$ cat src/hdl/pcrm_regs.vh
`ifndef PCRM_REGS_VH
`define PCRM_REGS_VH
// ****************
// Command codes
// ****************
`define PCRM_CMD_PAGE 8'h00
`define PCRM_CMD_OPMODE 8'h01
`define PCRM_CMD_ONOFF 8'h02
`define PCRM_CMD_CLRFLT 8'h03
`define PCRM_CMD_WGUARD 8'h10
`define PCRM_CMD_STORE 8'h15
`define PCRM_CMD_RESTORE 8'h16
`define PCRM_CMD_PROTO 8'h19
`define PCRM_CMD_FMT 8'h20
`define PCRM_CMD_SETPT 8'h21
`define PCRM_CMD_CEIL 8'h24
`define PCRM_CMD_MHIGH 8'h25
`define PCRM_CMD_MLOW 8'h26
`define PCRM_CMD_VINON 8'h35
`define PCRM_CMD_VINOFF 8'h36
`define PCRM_CMD_RSENSE 8'h38
`define PCRM_CMD_OVF 8'h40
`define PCRM_CMD_OVACT 8'h41
`define PCRM_CMD_OVW 8'h42
`define PCRM_CMD_UVW 8'h43
`define PCRM_CMD_UVF 8'h44
// ****************
// Reset and fixed values
// ****************
`define PCRM_RST_PAGE 8'h00
`define PCRM_RST_OPMODE 8'h00
`define PCRM_RST_ONOFF 8'h1E
`define PCRM_RST_WGUARD 8'h00
`define PCRM_VAL_PROTO 8'hB0
`define PCRM_VAL_FMT 8'h13
`define PCRM_RST_SETPT 16'h2000
`define PCRM_RST_CEIL 16'h8000
`define PCRM_RST_MHIGH 16'h219A
`define PCRM_RST_MLOW 16'h1E66
`define PCRM_RST_VINON 16'hD280
`define PCRM_RST_VINOFF 16'hD240
`define PCRM_RST_RSENSE 16'hBA00
`define PCRM_RST_OVF 16'h2333
`define PCRM_RST_OVACT 8'h80
`define PCRM_RST_OVW 16'h2266
`define PCRM_RST_UVW 16'h1D9A
`define PCRM_RST_UVF 16'h1CCD
// ****************
// Fields and timing
// ****************
`define PCRM_OP_ON_BIT 7
`define PCRM_OP_MARGIN_HI 2'b10
`define PCRM_OP_MARGIN_LO 2'b01
`define PCRM_ONOFF_BUS_BIT 3
`define PCRM_ONOFF_PIN_BIT 2
`define PCRM_ONOFF_POL_BIT 1
`define PCRM_ONOFF_USE_BIT 4
`define PCRM_CLK_MHZ 50
`define PCRM_CLR_TIME_US 500
`define PCRM_CLR_CYCLES (`PCRM_CLR_TIME_US * `PCRM_CLK_MHZ)
`define PCRM_BUSY_TIME_US 500
`define PCRM_BUSY_CYCLES (`PCRM_BUSY_TIME_US * `PCRM_CLK_MHZ)
`endif

$ cat src/hdl/pcrm_top.v
`timescale 1ns/1ps
`include "pcrm_regs.vh"
// Functional notes
// - Byte at 0x00, reset 0x00, selects channel for paged commands; not paged.
// - Paged byte 0x01 picks on/off and normal, margin high or low.
// - Paged byte 0x02, default 0x1E, picks pin, bus or both control.
// - Paged send byte 0x03 clears set fault bits of the selected channel and comm_fault.
// - Unpaged byte 0x10, default 0x00, sets write guarding level.
// - Send byte 0x15 stores working memory to nonvolatile storage.
// - Send byte 0x16 reloads sense resistance of all channels from nonvolatile storage.
// - Read byte 0x19 returns fixed 0xB0; read only, not paged.
// - Paged 0x20 reads 0x13; writes unsupported.
// - Paged word 0x21 setpoint, default 0x2000, servo target in normal mode.
// - Paged word 0x24 ceiling, default 0x8000; commanded output never exceeds it.
// - Paged words 0x25/0x26 margin setpoints, defaults 0x219A/0x1E66.
// - Conversion allowed after input exceeds word 0x35, default 0xD280.
// - Input below word 0x36 turns all output enables off.
// - Paged word 0x38 sense resistance, default 0xBA00, scales current readings.
// - Paged word 0x40 overvoltage fault threshold, byte 0x41 action, default 0x80.
// - Paged words 0x42/0x43 warning thresholds raise warnings when crossed, 0x43 only while output is enabled.
// - Paged word 0x44 undervoltage fault threshold, used only for power good.
// - While busy, command bytes are rejected and alert driven low.
// - After clear, commands accepted; flags may stay set up to 500 us.
module pcrm_top #(
	parameter CH = 4,
	parameter CLR_CYCLES = `PCRM_CLR_CYCLES,
	parameter BUSY_CYCLES = `PCRM_BUSY_CYCLES
) (
	// Clock and reset
	input wire clk_sys,
	input wire rstn,
	// Decoded bus transaction
	input wire cmd_valid,
	input wire [7:0] cmd_code,
	input wire cmd_write,
	input wire cmd_send,
	input wire [15:0] cmd_wdata,
	output reg cmd_ack,
	output reg cmd_nack,
	output reg [15:0] cmd_rdata,
	// Nonvolatile memory handshake
	output reg nvm_store,
	output reg nvm_restore,
	input wire nvm_done,
	input wire [15:0] nvm_rsense,
	// Monitor inputs
	input wire control_pin,
	input wire [15:0] vin_meas,
	input wire [CH*16-1:0] vout_meas,
	input wire [CH*16-1:0] iout_raw,
	// Outputs
	output reg [CH-1:0] channel_output_enable,
	output reg [CH*16-1:0] dac_target,
	output reg [CH*32-1:0] iout_scaled,
	output reg [CH-1:0] ov_fault,
	output reg [CH-1:0] ov_warn,
	output reg [CH-1:0] uv_warn,
	output reg [CH-1:0] power_good,
	output reg comm_fault,
	output reg alert_out_n,
	output reg [7:0] write_guard_level
);
	// ****************
	// Helpers
	// ****************
	function is_paged;
		input [7:0] c;
		begin
			case (c)
				`PCRM_CMD_OPMODE, `PCRM_CMD_ONOFF, `PCRM_CMD_CLRFLT, `PCRM_CMD_FMT,
				`PCRM_CMD_SETPT, `PCRM_CMD_CEIL, `PCRM_CMD_MHIGH, `PCRM_CMD_MLOW,
				`PCRM_CMD_RSENSE, `PCRM_CMD_OVF, `PCRM_CMD_OVACT, `PCRM_CMD_OVW,
				`PCRM_CMD_UVW, `PCRM_CMD_UVF: is_paged = 1'b1;
				default: is_paged = 1'b0;
			endcase
		end
	endfunction
	function is_writable;
		input [7:0] c;
		begin
			case (c)
				`PCRM_CMD_PAGE, `PCRM_CMD_OPMODE, `PCRM_CMD_ONOFF, `PCRM_CMD_WGUARD,
				`PCRM_CMD_SETPT, `PCRM_CMD_CEIL, `PCRM_CMD_MHIGH, `PCRM_CMD_MLOW,
				`PCRM_CMD_VINON, `PCRM_CMD_VINOFF, `PCRM_CMD_RSENSE, `PCRM_CMD_OVF,
				`PCRM_CMD_OVACT, `PCRM_CMD_OVW, `PCRM_CMD_UVW, `PCRM_CMD_UVF: is_writable = 1'b1;
				default: is_writable = 1'b0;
			endcase
		end
	endfunction
	// Level exceeds compare of 16-bit linear words (5-bit exp, 11-bit mantissa)
	function signed [47:0] lin11;
		input [15:0] w;
		reg signed [4:0] e;
		reg signed [10:0] m;
		begin
			e = w[15:11];
			m = w[10:0];
			lin11 = (e >= 0) ? ($signed({{37{m[10]}}, m}) <<< (e + 16)) :
				($signed({{37{m[10]}}, m}) <<< 16) >>> (-e);
		end
	endfunction

	// ****************
	// Storage
	// ****************
	reg [7:0] page_select;
	reg [7:0] operating_mode_ctrl [0:CH-1];
	reg [7:0] on_off_source_cfg [0:CH-1];
	reg [15:0] output_setpoint [0:CH-1];
	reg [15:0] output_ceiling [0:CH-1];
	reg [15:0] margin_high_setpoint [0:CH-1];
	reg [15:0] margin_low_setpoint [0:CH-1];
	reg [15:0] sense_resistance [0:CH-1];
	reg [15:0] out_ov_fault_threshold [0:CH-1];
	reg [7:0] out_ov_fault_action [0:CH-1];
	reg [15:0] out_ov_warn_threshold [0:CH-1];
	reg [15:0] out_uv_warn_threshold [0:CH-1];
	reg [15:0] out_uv_fault_threshold [0:CH-1];
	reg [15:0] input_turn_on_level;
	reg [15:0] input_turn_off_level;
	reg [31:0] busy_cnt_reg;
	reg busy_rs_reg;
	reg restore_pend_reg;
	reg [31:0] clr_cnt_reg;
	reg [CH-1:0] clr_pend_reg;
	reg conv_ok_reg;
	reg [2:0] pin_sync_reg;
	reg pin_level_reg;

	wire [1:0] pg = page_select[1:0];
	wire busy = (busy_cnt_reg != 32'h0) || busy_rs_reg;
	wire take = cmd_valid && !busy;
	wire paged_ok = !is_paged(cmd_code) || (page_select < CH);
	wire known = is_writable(cmd_code) || cmd_code == `PCRM_CMD_PROTO ||
		cmd_code == `PCRM_CMD_FMT || cmd_code == `PCRM_CMD_CLRFLT ||
		cmd_code == `PCRM_CMD_STORE || cmd_code == `PCRM_CMD_RESTORE;
	wire is_sendcmd = cmd_code == `PCRM_CMD_CLRFLT || cmd_code == `PCRM_CMD_STORE ||
		cmd_code == `PCRM_CMD_RESTORE;
	// Guard level: 0x80 all locked except 0x10, 0x40 page/mode only, 0x20 adds on/off cfg
	wire guarded = (write_guard_level[7] && cmd_code != `PCRM_CMD_WGUARD) ||
		(write_guard_level[6] && !(cmd_code == `PCRM_CMD_WGUARD ||
		cmd_code == `PCRM_CMD_PAGE || cmd_code == `PCRM_CMD_OPMODE)) ||
		(write_guard_level[5] && !(cmd_code == `PCRM_CMD_WGUARD ||
		cmd_code == `PCRM_CMD_PAGE || cmd_code == `PCRM_CMD_OPMODE ||
		cmd_code == `PCRM_CMD_ONOFF));
	wire wr_ok = take && cmd_write && is_writable(cmd_code) && paged_ok && !guarded;
	wire send_ok = take && cmd_send && is_sendcmd && paged_ok;
	wire bad = take && ((cmd_write && !(is_writable(cmd_code) && paged_ok && !guarded)) ||
		(cmd_send && !(is_sendcmd && paged_ok)) || (!cmd_write && !cmd_send &&
		(!known || is_sendcmd || !paged_ok)));

	// ****************
	// Bus answers
	// ****************
	reg [15:0] rd_next;
	always @* begin
		case (cmd_code)
			`PCRM_CMD_PAGE: rd_next = {8'h00, page_select};
			`PCRM_CMD_OPMODE: rd_next = {8'h00, operating_mode_ctrl[pg]};
			`PCRM_CMD_ONOFF: rd_next = {8'h00, on_off_source_cfg[pg]};
			`PCRM_CMD_WGUARD: rd_next = {8'h00, write_guard_level};
			`PCRM_CMD_PROTO: rd_next = {8'h00, `PCRM_VAL_PROTO};
			`PCRM_CMD_FMT: rd_next = {8'h00, `PCRM_VAL_FMT};
			`PCRM_CMD_SETPT: rd_next = output_setpoint[pg];
			`PCRM_CMD_CEIL: rd_next = output_ceiling[pg];
			`PCRM_CMD_MHIGH: rd_next = margin_high_setpoint[pg];
			`PCRM_CMD_MLOW: rd_next = margin_low_setpoint[pg];
			`PCRM_CMD_VINON: rd_next = input_turn_on_level;
			`PCRM_CMD_VINOFF: rd_next = input_turn_off_level;
			`PCRM_CMD_RSENSE: rd_next = sense_resistance[pg];
			`PCRM_CMD_OVF: rd_next = out_ov_fault_threshold[pg];
			`PCRM_CMD_OVACT: rd_next = {8'h00, out_ov_fault_action[pg]};
			`PCRM_CMD_OVW: rd_next = out_ov_warn_threshold[pg];
			`PCRM_CMD_UVW: rd_next = out_uv_warn_threshold[pg];
			`PCRM_CMD_UVF: rd_next = out_uv_fault_threshold[pg];
			default: rd_next = 16'h0000;
		endcase
	end

	always @(posedge clk_sys or negedge rstn) begin
		if (!rstn) begin
			cmd_ack <= 1'b0;
			cmd_nack <= 1'b0;
			cmd_rdata <= 16'h0000;
			comm_fault <= 1'b0;
			alert_out_n <= 1'b1;
			page_select <= `PCRM_RST_PAGE;
			write_guard_level <= `PCRM_RST_WGUARD;
			input_turn_on_level <= `PCRM_RST_VINON;
			input_turn_off_level <= `PCRM_RST_VINOFF;
			busy_cnt_reg <= 32'h0;
			busy_rs_reg <= 1'b0;
			restore_pend_reg <= 1'b0;
			nvm_store <= 1'b0;
			nvm_restore <= 1'b0;
			clr_cnt_reg <= 32'h0;
		end else begin
			cmd_ack <= take && !bad;
			cmd_nack <= (cmd_valid && busy) || bad;
			nvm_store <= send_ok && cmd_code == `PCRM_CMD_STORE;
			nvm_restore <= send_ok && cmd_code == `PCRM_CMD_RESTORE;
			if (take && !cmd_write && !cmd_send)
				cmd_rdata <= rd_next;
			// Busy: settle time after sense write, or until memory copy done
			if (wr_ok && cmd_code == `PCRM_CMD_RSENSE)
				busy_cnt_reg <= BUSY_CYCLES;
			else if (busy_cnt_reg != 32'h0)
				busy_cnt_reg <= busy_cnt_reg - 32'h1;
			if (send_ok && (cmd_code == `PCRM_CMD_STORE || cmd_code == `PCRM_CMD_RESTORE))
				busy_rs_reg <= 1'b1;
			else if (nvm_done)
				busy_rs_reg <= 1'b0;
			// Only a restore may reload the working copy
			if (send_ok && cmd_code == `PCRM_CMD_RESTORE)
				restore_pend_reg <= 1'b1;
			else if (nvm_done)
				restore_pend_reg <= 1'b0;
			// Alert low on busy refusal or bad access; cleared by fault clear
			if ((cmd_valid && busy) || bad)
				alert_out_n <= 1'b0;
			else if (send_ok && cmd_code == `PCRM_CMD_CLRFLT)
				alert_out_n <= 1'b1;
			if (bad)
				comm_fault <= 1'b1;
			else if (clr_cnt_reg == 32'h1)
				comm_fault <= 1'b0;
			// Clear completes after the settle delay
			if (send_ok && cmd_code == `PCRM_CMD_CLRFLT)
				clr_cnt_reg <= CLR_CYCLES;
			else if (clr_cnt_reg != 32'h0)
				clr_cnt_reg <= clr_cnt_reg - 32'h1;
			if (wr_ok) begin
				case (cmd_code)
					`PCRM_CMD_PAGE: page_select <= cmd_wdata[7:0];
					`PCRM_CMD_WGUARD: write_guard_level <= cmd_wdata[7:0];
					`PCRM_CMD_VINON: input_turn_on_level <= cmd_wdata;
					`PCRM_CMD_VINOFF: input_turn_off_level <= cmd_wdata;
					default: ;
				endcase
			end
		end
	end

	// ****************
	// Control pin sync and input window
	// ****************
	always @(posedge clk_sys or negedge rstn) begin
		if (!rstn) begin
			pin_sync_reg <= 3'b000;
			pin_level_reg <= 1'b0;
			conv_ok_reg <= 1'b0;
		end else begin
			pin_sync_reg <= {pin_sync_reg[1:0], control_pin};
			if (pin_sync_reg[1] == pin_sync_reg[2])
				pin_level_reg <= pin_sync_reg[2];
			if (lin11(vin_meas) > lin11(input_turn_on_level))
				conv_ok_reg <= 1'b1;
			else if (lin11(vin_meas) < lin11(input_turn_off_level))
				conv_ok_reg <= 1'b0;
		end
	end

	// ****************
	// Per-channel bank
	// ****************
	genvar i;
	generate
		for (i = 0; i < CH; i = i + 1) begin : g_ch
			wire sel = (pg == i);
			wire [15:0] vm = vout_meas[i*16 +: 16];
			wire [7:0] op = operating_mode_ctrl[i];
			wire [7:0] oc = on_off_source_cfg[i];
			wire pin_on = pin_level_reg ^ !oc[`PCRM_ONOFF_POL_BIT];
			wire bus_on = op[`PCRM_OP_ON_BIT];
			wire want = !oc[`PCRM_ONOFF_USE_BIT] ? 1'b1 :
				((!oc[`PCRM_ONOFF_BUS_BIT] || bus_on) &&
				(!oc[`PCRM_ONOFF_PIN_BIT] || pin_on));
			wire [15:0] tgt = (op[5:4] == `PCRM_OP_MARGIN_HI) ? margin_high_setpoint[i] :
				(op[5:4] == `PCRM_OP_MARGIN_LO) ? margin_low_setpoint[i] :
				output_setpoint[i];
			wire [31:0] prod = iout_raw[i*16 +: 16] * sense_resistance[i];
			always @(posedge clk_sys or negedge rstn) begin
				if (!rstn) begin
					operating_mode_ctrl[i] <= `PCRM_RST_OPMODE;
					on_off_source_cfg[i] <= `PCRM_RST_ONOFF;
					output_setpoint[i] <= `PCRM_RST_SETPT;
					output_ceiling[i] <= `PCRM_RST_CEIL;
					margin_high_setpoint[i] <= `PCRM_RST_MHIGH;
					margin_low_setpoint[i] <= `PCRM_RST_MLOW;
					sense_resistance[i] <= `PCRM_RST_RSENSE;
					out_ov_fault_threshold[i] <= `PCRM_RST_OVF;
					out_ov_fault_action[i] <= `PCRM_RST_OVACT;
					out_ov_warn_threshold[i] <= `PCRM_RST_OVW;
					out_uv_warn_threshold[i] <= `PCRM_RST_UVW;
					out_uv_fault_threshold[i] <= `PCRM_RST_UVF;
					clr_pend_reg[i] <= 1'b0;
					channel_output_enable[i] <= 1'b0;
					dac_target[i*16 +: 16] <= 16'h0000;
					iout_scaled[i*32 +: 32] <= 32'h0;
					ov_fault[i] <= 1'b0;
					ov_warn[i] <= 1'b0;
					uv_warn[i] <= 1'b0;
					power_good[i] <= 1'b0;
				end else begin
					if (wr_ok && sel) begin
						case (cmd_code)
							`PCRM_CMD_OPMODE: operating_mode_ctrl[i] <= cmd_wdata[7:0];
							`PCRM_CMD_ONOFF: on_off_source_cfg[i] <= cmd_wdata[7:0];
							`PCRM_CMD_SETPT: output_setpoint[i] <= cmd_wdata;
							`PCRM_CMD_CEIL: output_ceiling[i] <= cmd_wdata;
							`PCRM_CMD_MHIGH: margin_high_setpoint[i] <= cmd_wdata;
							`PCRM_CMD_MLOW: margin_low_setpoint[i] <= cmd_wdata;
							`PCRM_CMD_RSENSE: sense_resistance[i] <= cmd_wdata;
							`PCRM_CMD_OVF: out_ov_fault_threshold[i] <= cmd_wdata;
							`PCRM_CMD_OVACT: out_ov_fault_action[i] <= cmd_wdata[7:0];
							`PCRM_CMD_OVW: out_ov_warn_threshold[i] <= cmd_wdata;
							`PCRM_CMD_UVW: out_uv_warn_threshold[i] <= cmd_wdata;
							`PCRM_CMD_UVF: out_uv_fault_threshold[i] <= cmd_wdata;
							default: ;
						endcase
					end else if (nvm_done && restore_pend_reg) begin
						sense_resistance[i] <= nvm_rsense;
					end
					if (send_ok && cmd_code == `PCRM_CMD_CLRFLT && sel)
						clr_pend_reg[i] <= 1'b1;
					else if (clr_cnt_reg == 32'h1)
						clr_pend_reg[i] <= 1'b0;
					channel_output_enable[i] <= want && conv_ok_reg && !ov_fault[i];
					dac_target[i*16 +: 16] <= (tgt > output_ceiling[i]) ?
						output_ceiling[i] : tgt;
					iout_scaled[i*32 +: 32] <= prod;
					// Set wins over the delayed clear
					if (vm > out_ov_fault_threshold[i])
						ov_fault[i] <= out_ov_fault_action[i][7];
					else if (clr_pend_reg[i] && clr_cnt_reg == 32'h1)
						ov_fault[i] <= 1'b0;
					if (vm > out_ov_warn_threshold[i])
						ov_warn[i] <= 1'b1;
					else if (clr_pend_reg[i] && clr_cnt_reg == 32'h1)
						ov_warn[i] <= 1'b0;
					if (vm < out_uv_warn_threshold[i] && channel_output_enable[i])
						uv_warn[i] <= 1'b1;
					else if (clr_pend_reg[i] && clr_cnt_reg == 32'h1)
						uv_warn[i] <= 1'b0;
					power_good[i] <= channel_output_enable[i] &&
						(vm > out_uv_fault_threshold[i]);
				end
			end
		end
	endgenerate
endmodule // pcrm_top

$ cat config.mk
export PLATFORM = sky130hd
export DESIGN_NAME = pcrm_top
export DESIGN_NICKNAME = d
export VERILOG_FILES = /design/src/hdl/pcrm_top.v
export VERILOG_INCLUDE_DIRS = /design/src /design/src/hdl
export SDC_FILE = /design/constraint.sdc
export NUM_CORES = 2
export LEC_CHECK = 0
export BUFFER_PORTS_ARGS = -buffer_cell sky130_fd_sc_hd__buf_2
export CORE_AREA = 2 2 737 372
export CTS_CLUSTER_DIAMETER = 60
export CTS_CLUSTER_SIZE = 8
export DETAILED_ROUTE_END_ITERATION = 10
export DIE_AREA = 0 0 739 374
export GPL_TIMING_DRIVEN = 0
export PLACE_DENSITY = 0.49
export SETUP_SLACK_MARGIN = 0.4
export SYNTH_ARGS = -nofsm -noshare
export SYNTH_HDL_FRONTEND = slang
export SYNTH_SLANG_ARGS = --single-unit
$ cat constraint.sdc
create_clock -name clk_sys -period 6.35 [get_ports clk_sys]
set_input_delay 0.9525 -clock clk_sys [delete_from_list [all_inputs] [get_ports clk_sys]]
set_output_delay 0.9525 -clock clk_sys [all_outputs]
set_load 0.01 [all_outputs]
# Yosys cells after proc, flatten, opt, wreduce, memory -nomap -nowiden
# Index checks and enable logic that the tools add are counted.
# totals
input_bits	191
reg_bits	1029
word_cells	485
# classes
mux	97
n_bitwise	5
add_sub_neg	8
multipliers	4
n_shift	6
n_lt_le_gt_ge	27
reduce_logical	202
eq_ne	38
# op_table
op	count
16-bit two-way mux	36
16-bit binary-select mux with 2-bit select	9
16-bit case mux with 18 select lines	1
16-bit greater-than comparator	16
48-bit two-way mux	3
11-bit by 32-bit <<< shifter with 48-bit output	3
27-bit by 5-bit >>> shifter with 48-bit output	3
16-bit by 16-bit multiplier with 32-bit output	4
32-bit two-way mux	4
2-bit AND reduction	52
8-bit by 6-bit equality test with 1-bit output, second input constant	8
16-bit less-than comparator	4
32-bit nonzero test	2
32-bit by 1-bit subtractor with 32-bit output, second input constant	2
1-bit logical AND	61
2-bit nonzero test	27
8-bit binary-select mux with 2-bit select	3
48-bit greater-than comparator	1
48-bit less-than comparator	1
8-bit two-way mux	6
8-bit by 7-bit equality test with 1-bit output, second input constant	5
1-bit two-way mux	35
32-bit by 1-bit equality test with 1-bit output, second input constant	1
8-bit by 5-bit equality test with 1-bit output, second input constant	4
other kinds (20)	96

# Longest topological paths before layout
# depth
word_depth	16
ltp_mapped	25
depth_no_buf	22

# Worst setup path after synthesis
# OpenSTA, ideal clock, no wires.
# synth_path
path_type	input to register
startpoint	in iout_raw[58]
endpoint	reg iout_scaled[126]
required_ps	6270
t_arrival_ps	6543
setup_slack_ps	-273
n_path_buf	1
cell_stages	21
cell_sequence	clkbuf_1 > nand2_1 > fa_1 > fa_1 > fa_1 > fa_1 > inv_1 > fa_1 > inv_1 > fa_1 > inv_1 > ha_1 > a211oi_1 > o21ai_0 > a31o_2 > nor2_1 > o211ai_1 > o41ai_1 > o21bai_1 > a21oi_1 > xnor2_1
# synth_via
elab_chain_len	1
# synth_lines
item	line_no	source
start: declaration	pcrm_top.v:50	input wire [CH*16-1:0] iout_raw,
16-bit by 16-bit multiplier with 32-bit output	pcrm_top.v:281	wire [31:0] prod = iout_raw[i*16 +: 16] * sense_resistance[i];
named net g_ch[3].prod[30]	pcrm_top.v:281	
end signal: indexed assignment	pcrm_top.v:331	iout_scaled[i*32 +: 32] <= prod;
end: declaration	pcrm_top.v:54	output reg [CH*32-1:0] iout_scaled,
# The timed path passes the listed nets, and every way through them passes these cells.
# A chain may end at the register's enable or synchronous reset.

# Final worst setup path
# layout_path
startpoint	reg sense_resistance[41] (netlist bit)
endpoint	reg iout_scaled[63]
# layout_via
elab_chain_len	1
# layout_lines
item	line_no	source
start: declaration	pcrm_top.v:113	reg [15:0] sense_resistance [0:CH-1];
start signal: indexed assignment	pcrm_top.v:290	sense_resistance[i] <= `PCRM_RST_RSENSE;
start signal: indexed assignment	pcrm_top.v:313	`PCRM_CMD_RSENSE: sense_resistance[i] <= cmd_wdata;
start signal: indexed assignment	pcrm_top.v:322	sense_resistance[i] <= nvm_rsense;
16-bit by 16-bit multiplier with 32-bit output	pcrm_top.v:281	
named net g_ch[1].prod[31]	pcrm_top.v:281	
# The timed path passes the listed nets, and every way through them passes these cells.

==> impl_metrics.ini <==
[outcome]
status = finished with violations
violations = max-capacitance violations, max-slew violations, negative setup slack

[floorplanning]
io_pins = 433
num_rows = 135
fp.coreArea_um2 = 270000
start_util_pct = 34.9
die_x_um = 739
die_y_um = 374
die-area_um2 = 276000

[timing]
grt_setup_unrepaired = true
hold_viol = 0
fmax_ghz = 0.153
final-setup-viol-count = 5
slew_headroom_pct = -7.19
period_needed_ps = 6520
worstMarginPinSlew_ps = 1600
fin_ws_ps = -175
slew_violations = 96
fin_crit_sh_pct = 103
skew_ps = 98.0

[setup_path]
end_kind = register
start_kind = register
critPathSlowestCell = dfstp_4
cp_max_fo = 6
criticalPathCategory = register to register
r2r_start = sense_resistance[41]$_DFFE_PN1P_
critPathArrivalTime_ps = 7210
reg2reg_setup_slack_ps = -170
r2r_end = iout_scaled[63]$_DFF_PN0_
crit_top_cell = fa_1
rr_worst_depth = 22
path_buf_inv = 5
cp_top_family = adder cells
critPathMaxStageDelay_ps = 780
path_cells = clkbuf_16 > nand2_2 > fa_1 > inv_2 > fa_1 > fa_2 > fa_1 > fa_1 > inv_1 > fa_1 > inv_1 > ha_1 > clkbuf_8 > a21o_1 > a311o_1 > a21oi_2 > a21o_1 > a31oi_4 > nor4_4 > o31ai_4 > o41ai_2 > xnor2_1
crit_required_ps = 7030

[global_routing]
grtUsageTotal_pct = 28.0
first_global_vias = 76600
grt_max_degree = 154
grt_pass1_wl_um = 559000
grt_overflow = 0
antenna_found_initial = 54

[min_path]
worstHoldPathType = input port to register
holdPathStages = 1
worstHoldStart = control_pin
min_to = pin_sync_reg[0]$_DFF_PN0_

[clock_tree]
clkLatencyLatePin_ps = 870
htreeDepth = 4
cts_root_buf = clkbuf_16
path_clk_slew_ps = 50
cts_tree = done
clockBufferDepth = 4
clkSinkCount = 1029
numCtsBuffers = 163

[cells_and_area]
final_common_cell = inv_1
fin_cells = 13900
final_nets = 12000
syn2layout_area_growth_pct = 17.1
final_cell_mix = inv_1 (1224), nand2_1 (933), ha_1 (792)
final_util_pct = 40.8
ff_latch_area_um2 = 26100
fillers = 27000
drive_above_1_share_pct = 23.6
multi_input_area_um2 = 62900
largest_register = iout_scaled
largest_reg_flops = 128

[synth]
synth_compound_area_share_pct = 9.89
synthCells = 9383
yosysWarnings = 0
synth-simple-area-share_pct = 12.6
synth_adder_area_share_pct = 27.5
synth-edff-count = 0
syn_area_um2 = 94100
syn_area_per_cell_um2 = 10.0
yosysSeqAreaShare_pct = 27.7
ys_ff_latch = 1029
syn-num-nets = 11200
asyncSetResetFlopFracSynth_pct = 100
synth_xor_area_share_pct = 1.61
synth_ff_type = dfrtp_1
yosysUniqueCellTypes = 97
synth_top_family_by_area = adder cells
synth.area.mux_share_pct = 13.6

[job]
cap_violations = 9

[route]
drc = 0
vias = 76100
drt_first_iter_violations = 6923
detail_route.wl_per_cell_um = 28.2
via_per_inst = 5.47
firstDrtPassIters = 6
detail-route-antenna-nets = 0
routed_wl_um = 393000

[place]
hpwlAfterDp_um = 305000
port_buffers = 418
gp_congestion = 1.01
dp.cells = 13400

[pwr]
total_power_uw = 31500
p_per_area_nw_per_um2 = 286
irDropWorstVdd_v = 0.000433
power_leakage_uw = 0.0516
==> cell usage after synthesis, types with 121 or more instances <==
cell      count  area share [%]
a21o_1      123            0.98
a21oi_1     374             2.0
and2_1      492             3.3
clkbuf_1    415             1.7
dfrtp_1     798              21
dfstp_2     231             6.5
fa_1        776              17
ha_1        824              11
inv_1      1264             5.0
mux2_2      638             7.6
mux4_2      186             4.5
nand2_1     959             3.8
nor2_1      383             1.5
nor2b_1     121            0.80
o21ai_0     329             1.8
==> per-layer routing <==
| metal | track usage, % | vias up | wire length, um |
|---|---|---|---|
| li1 | - | 33200 | - |
| met1 | 36.9 | 39100 | 163000 |
| met2 | 43.8 | 2982 | 176000 |
| met3 | 6.60 | 819 | 33300 |
| met4 | 12.5 | 18 | 20700 |
| met5 | 0 | - | 125 |
==> repair_timing <==
action                                  4_1_cts  5_1_grt
pin swaps                                   115      128
setup buffers                               125       58
hold buffers                                  1        0
hold endpoints to repair                     19        0
gates resized for setup                     449      207
endpoints found under the setup margin       79       53
==> through the flow <==
stage	hold slack [ps]	setup WS, ps	area, um^2	setup TNS, ps
floorplan	331	-30.6	94700	-30.6
global placement	338	-20640	101000	-
detailed placement	339	-2010	102000	-45880
CTS	175	-253	109000	-432
global route	188	-342	110000	-1850
finish	213	-175	110000	-569
==> power breakdown <==
group	total, uW	internal [uW]	switching (uW)
sequential	7360	7090	270
clock	8330	4920	3410
combinational	15800	6980	8800
total	31500	19000	12500
==> logic make-up (layout without fill, tap and decap cells) <==
| family | Yosys count | in the layout |
|---|---|---|
| flops | 1029 | 1029 |
| buf+inv | 1760 | 2659 |
| mux | 967 | 967 |
| compound gates | 1428 | 1428 |
| xor+xnor | 173 | 173 |
| other cells | 0 | 16 |
| simple gates | 2425 | 2425 |
| fa+ha+maj | 1601 | 1601 |
==> worst max path at each step <==
stage | start | end | slack [ps] | cells past startpoint
after detailed placement | sense_resistance[41]$_DFFE_PN1P_ | iout_scaled[63]$_DFF_PN0_ | -2010 | 23
after global placement | rstn | dac_target[58]$_DFF_PN0_ | -20640 | 1
after floorplan | iout_raw[31] | iout_scaled[63]$_DFF_PN0_ | -30 | 22
after CTS | sense_resistance[44]$_DFFE_PN1P_ | iout_scaled[63]$_DFF_PN0_ | -250 | 22
final | sense_resistance[41]$_DFFE_PN1P_ | iout_scaled[63]$_DFF_PN0_ | -170 | 22
after global routing | sense_resistance[38]$_DFFE_PN0P_ | iout_scaled[63]$_DFF_PN0_ | -340 | 23
==> final cells by class <==
type | instances | area share (%)
Tap cell | 3630 | 4.12
Sequential cell | 1029 | 23.7
Buffer | 486 | 2.77
Inverter | 1272 | 4.34
Antenna cell | 16 | 0.0363
Clock inverter | 18 | 0.158
Clock buffer | 268 | 4.13
Multi-Input combinational cell | 6594 | 57.1
Timing Repair Buffer | 615 | 3.64
==> worst reg2reg max path: cells and delay by family, from the launching register on <==
kind / cells / cell delay, ps
compound gates: 7 / 1330
xor+xnor: 1 / 140
fa+ha+maj: 7 / 3360
buf+inv: 5 / 480
flops: 1 / 780
simple gates: 2 / 290
(Power assumes the default switching activity.)
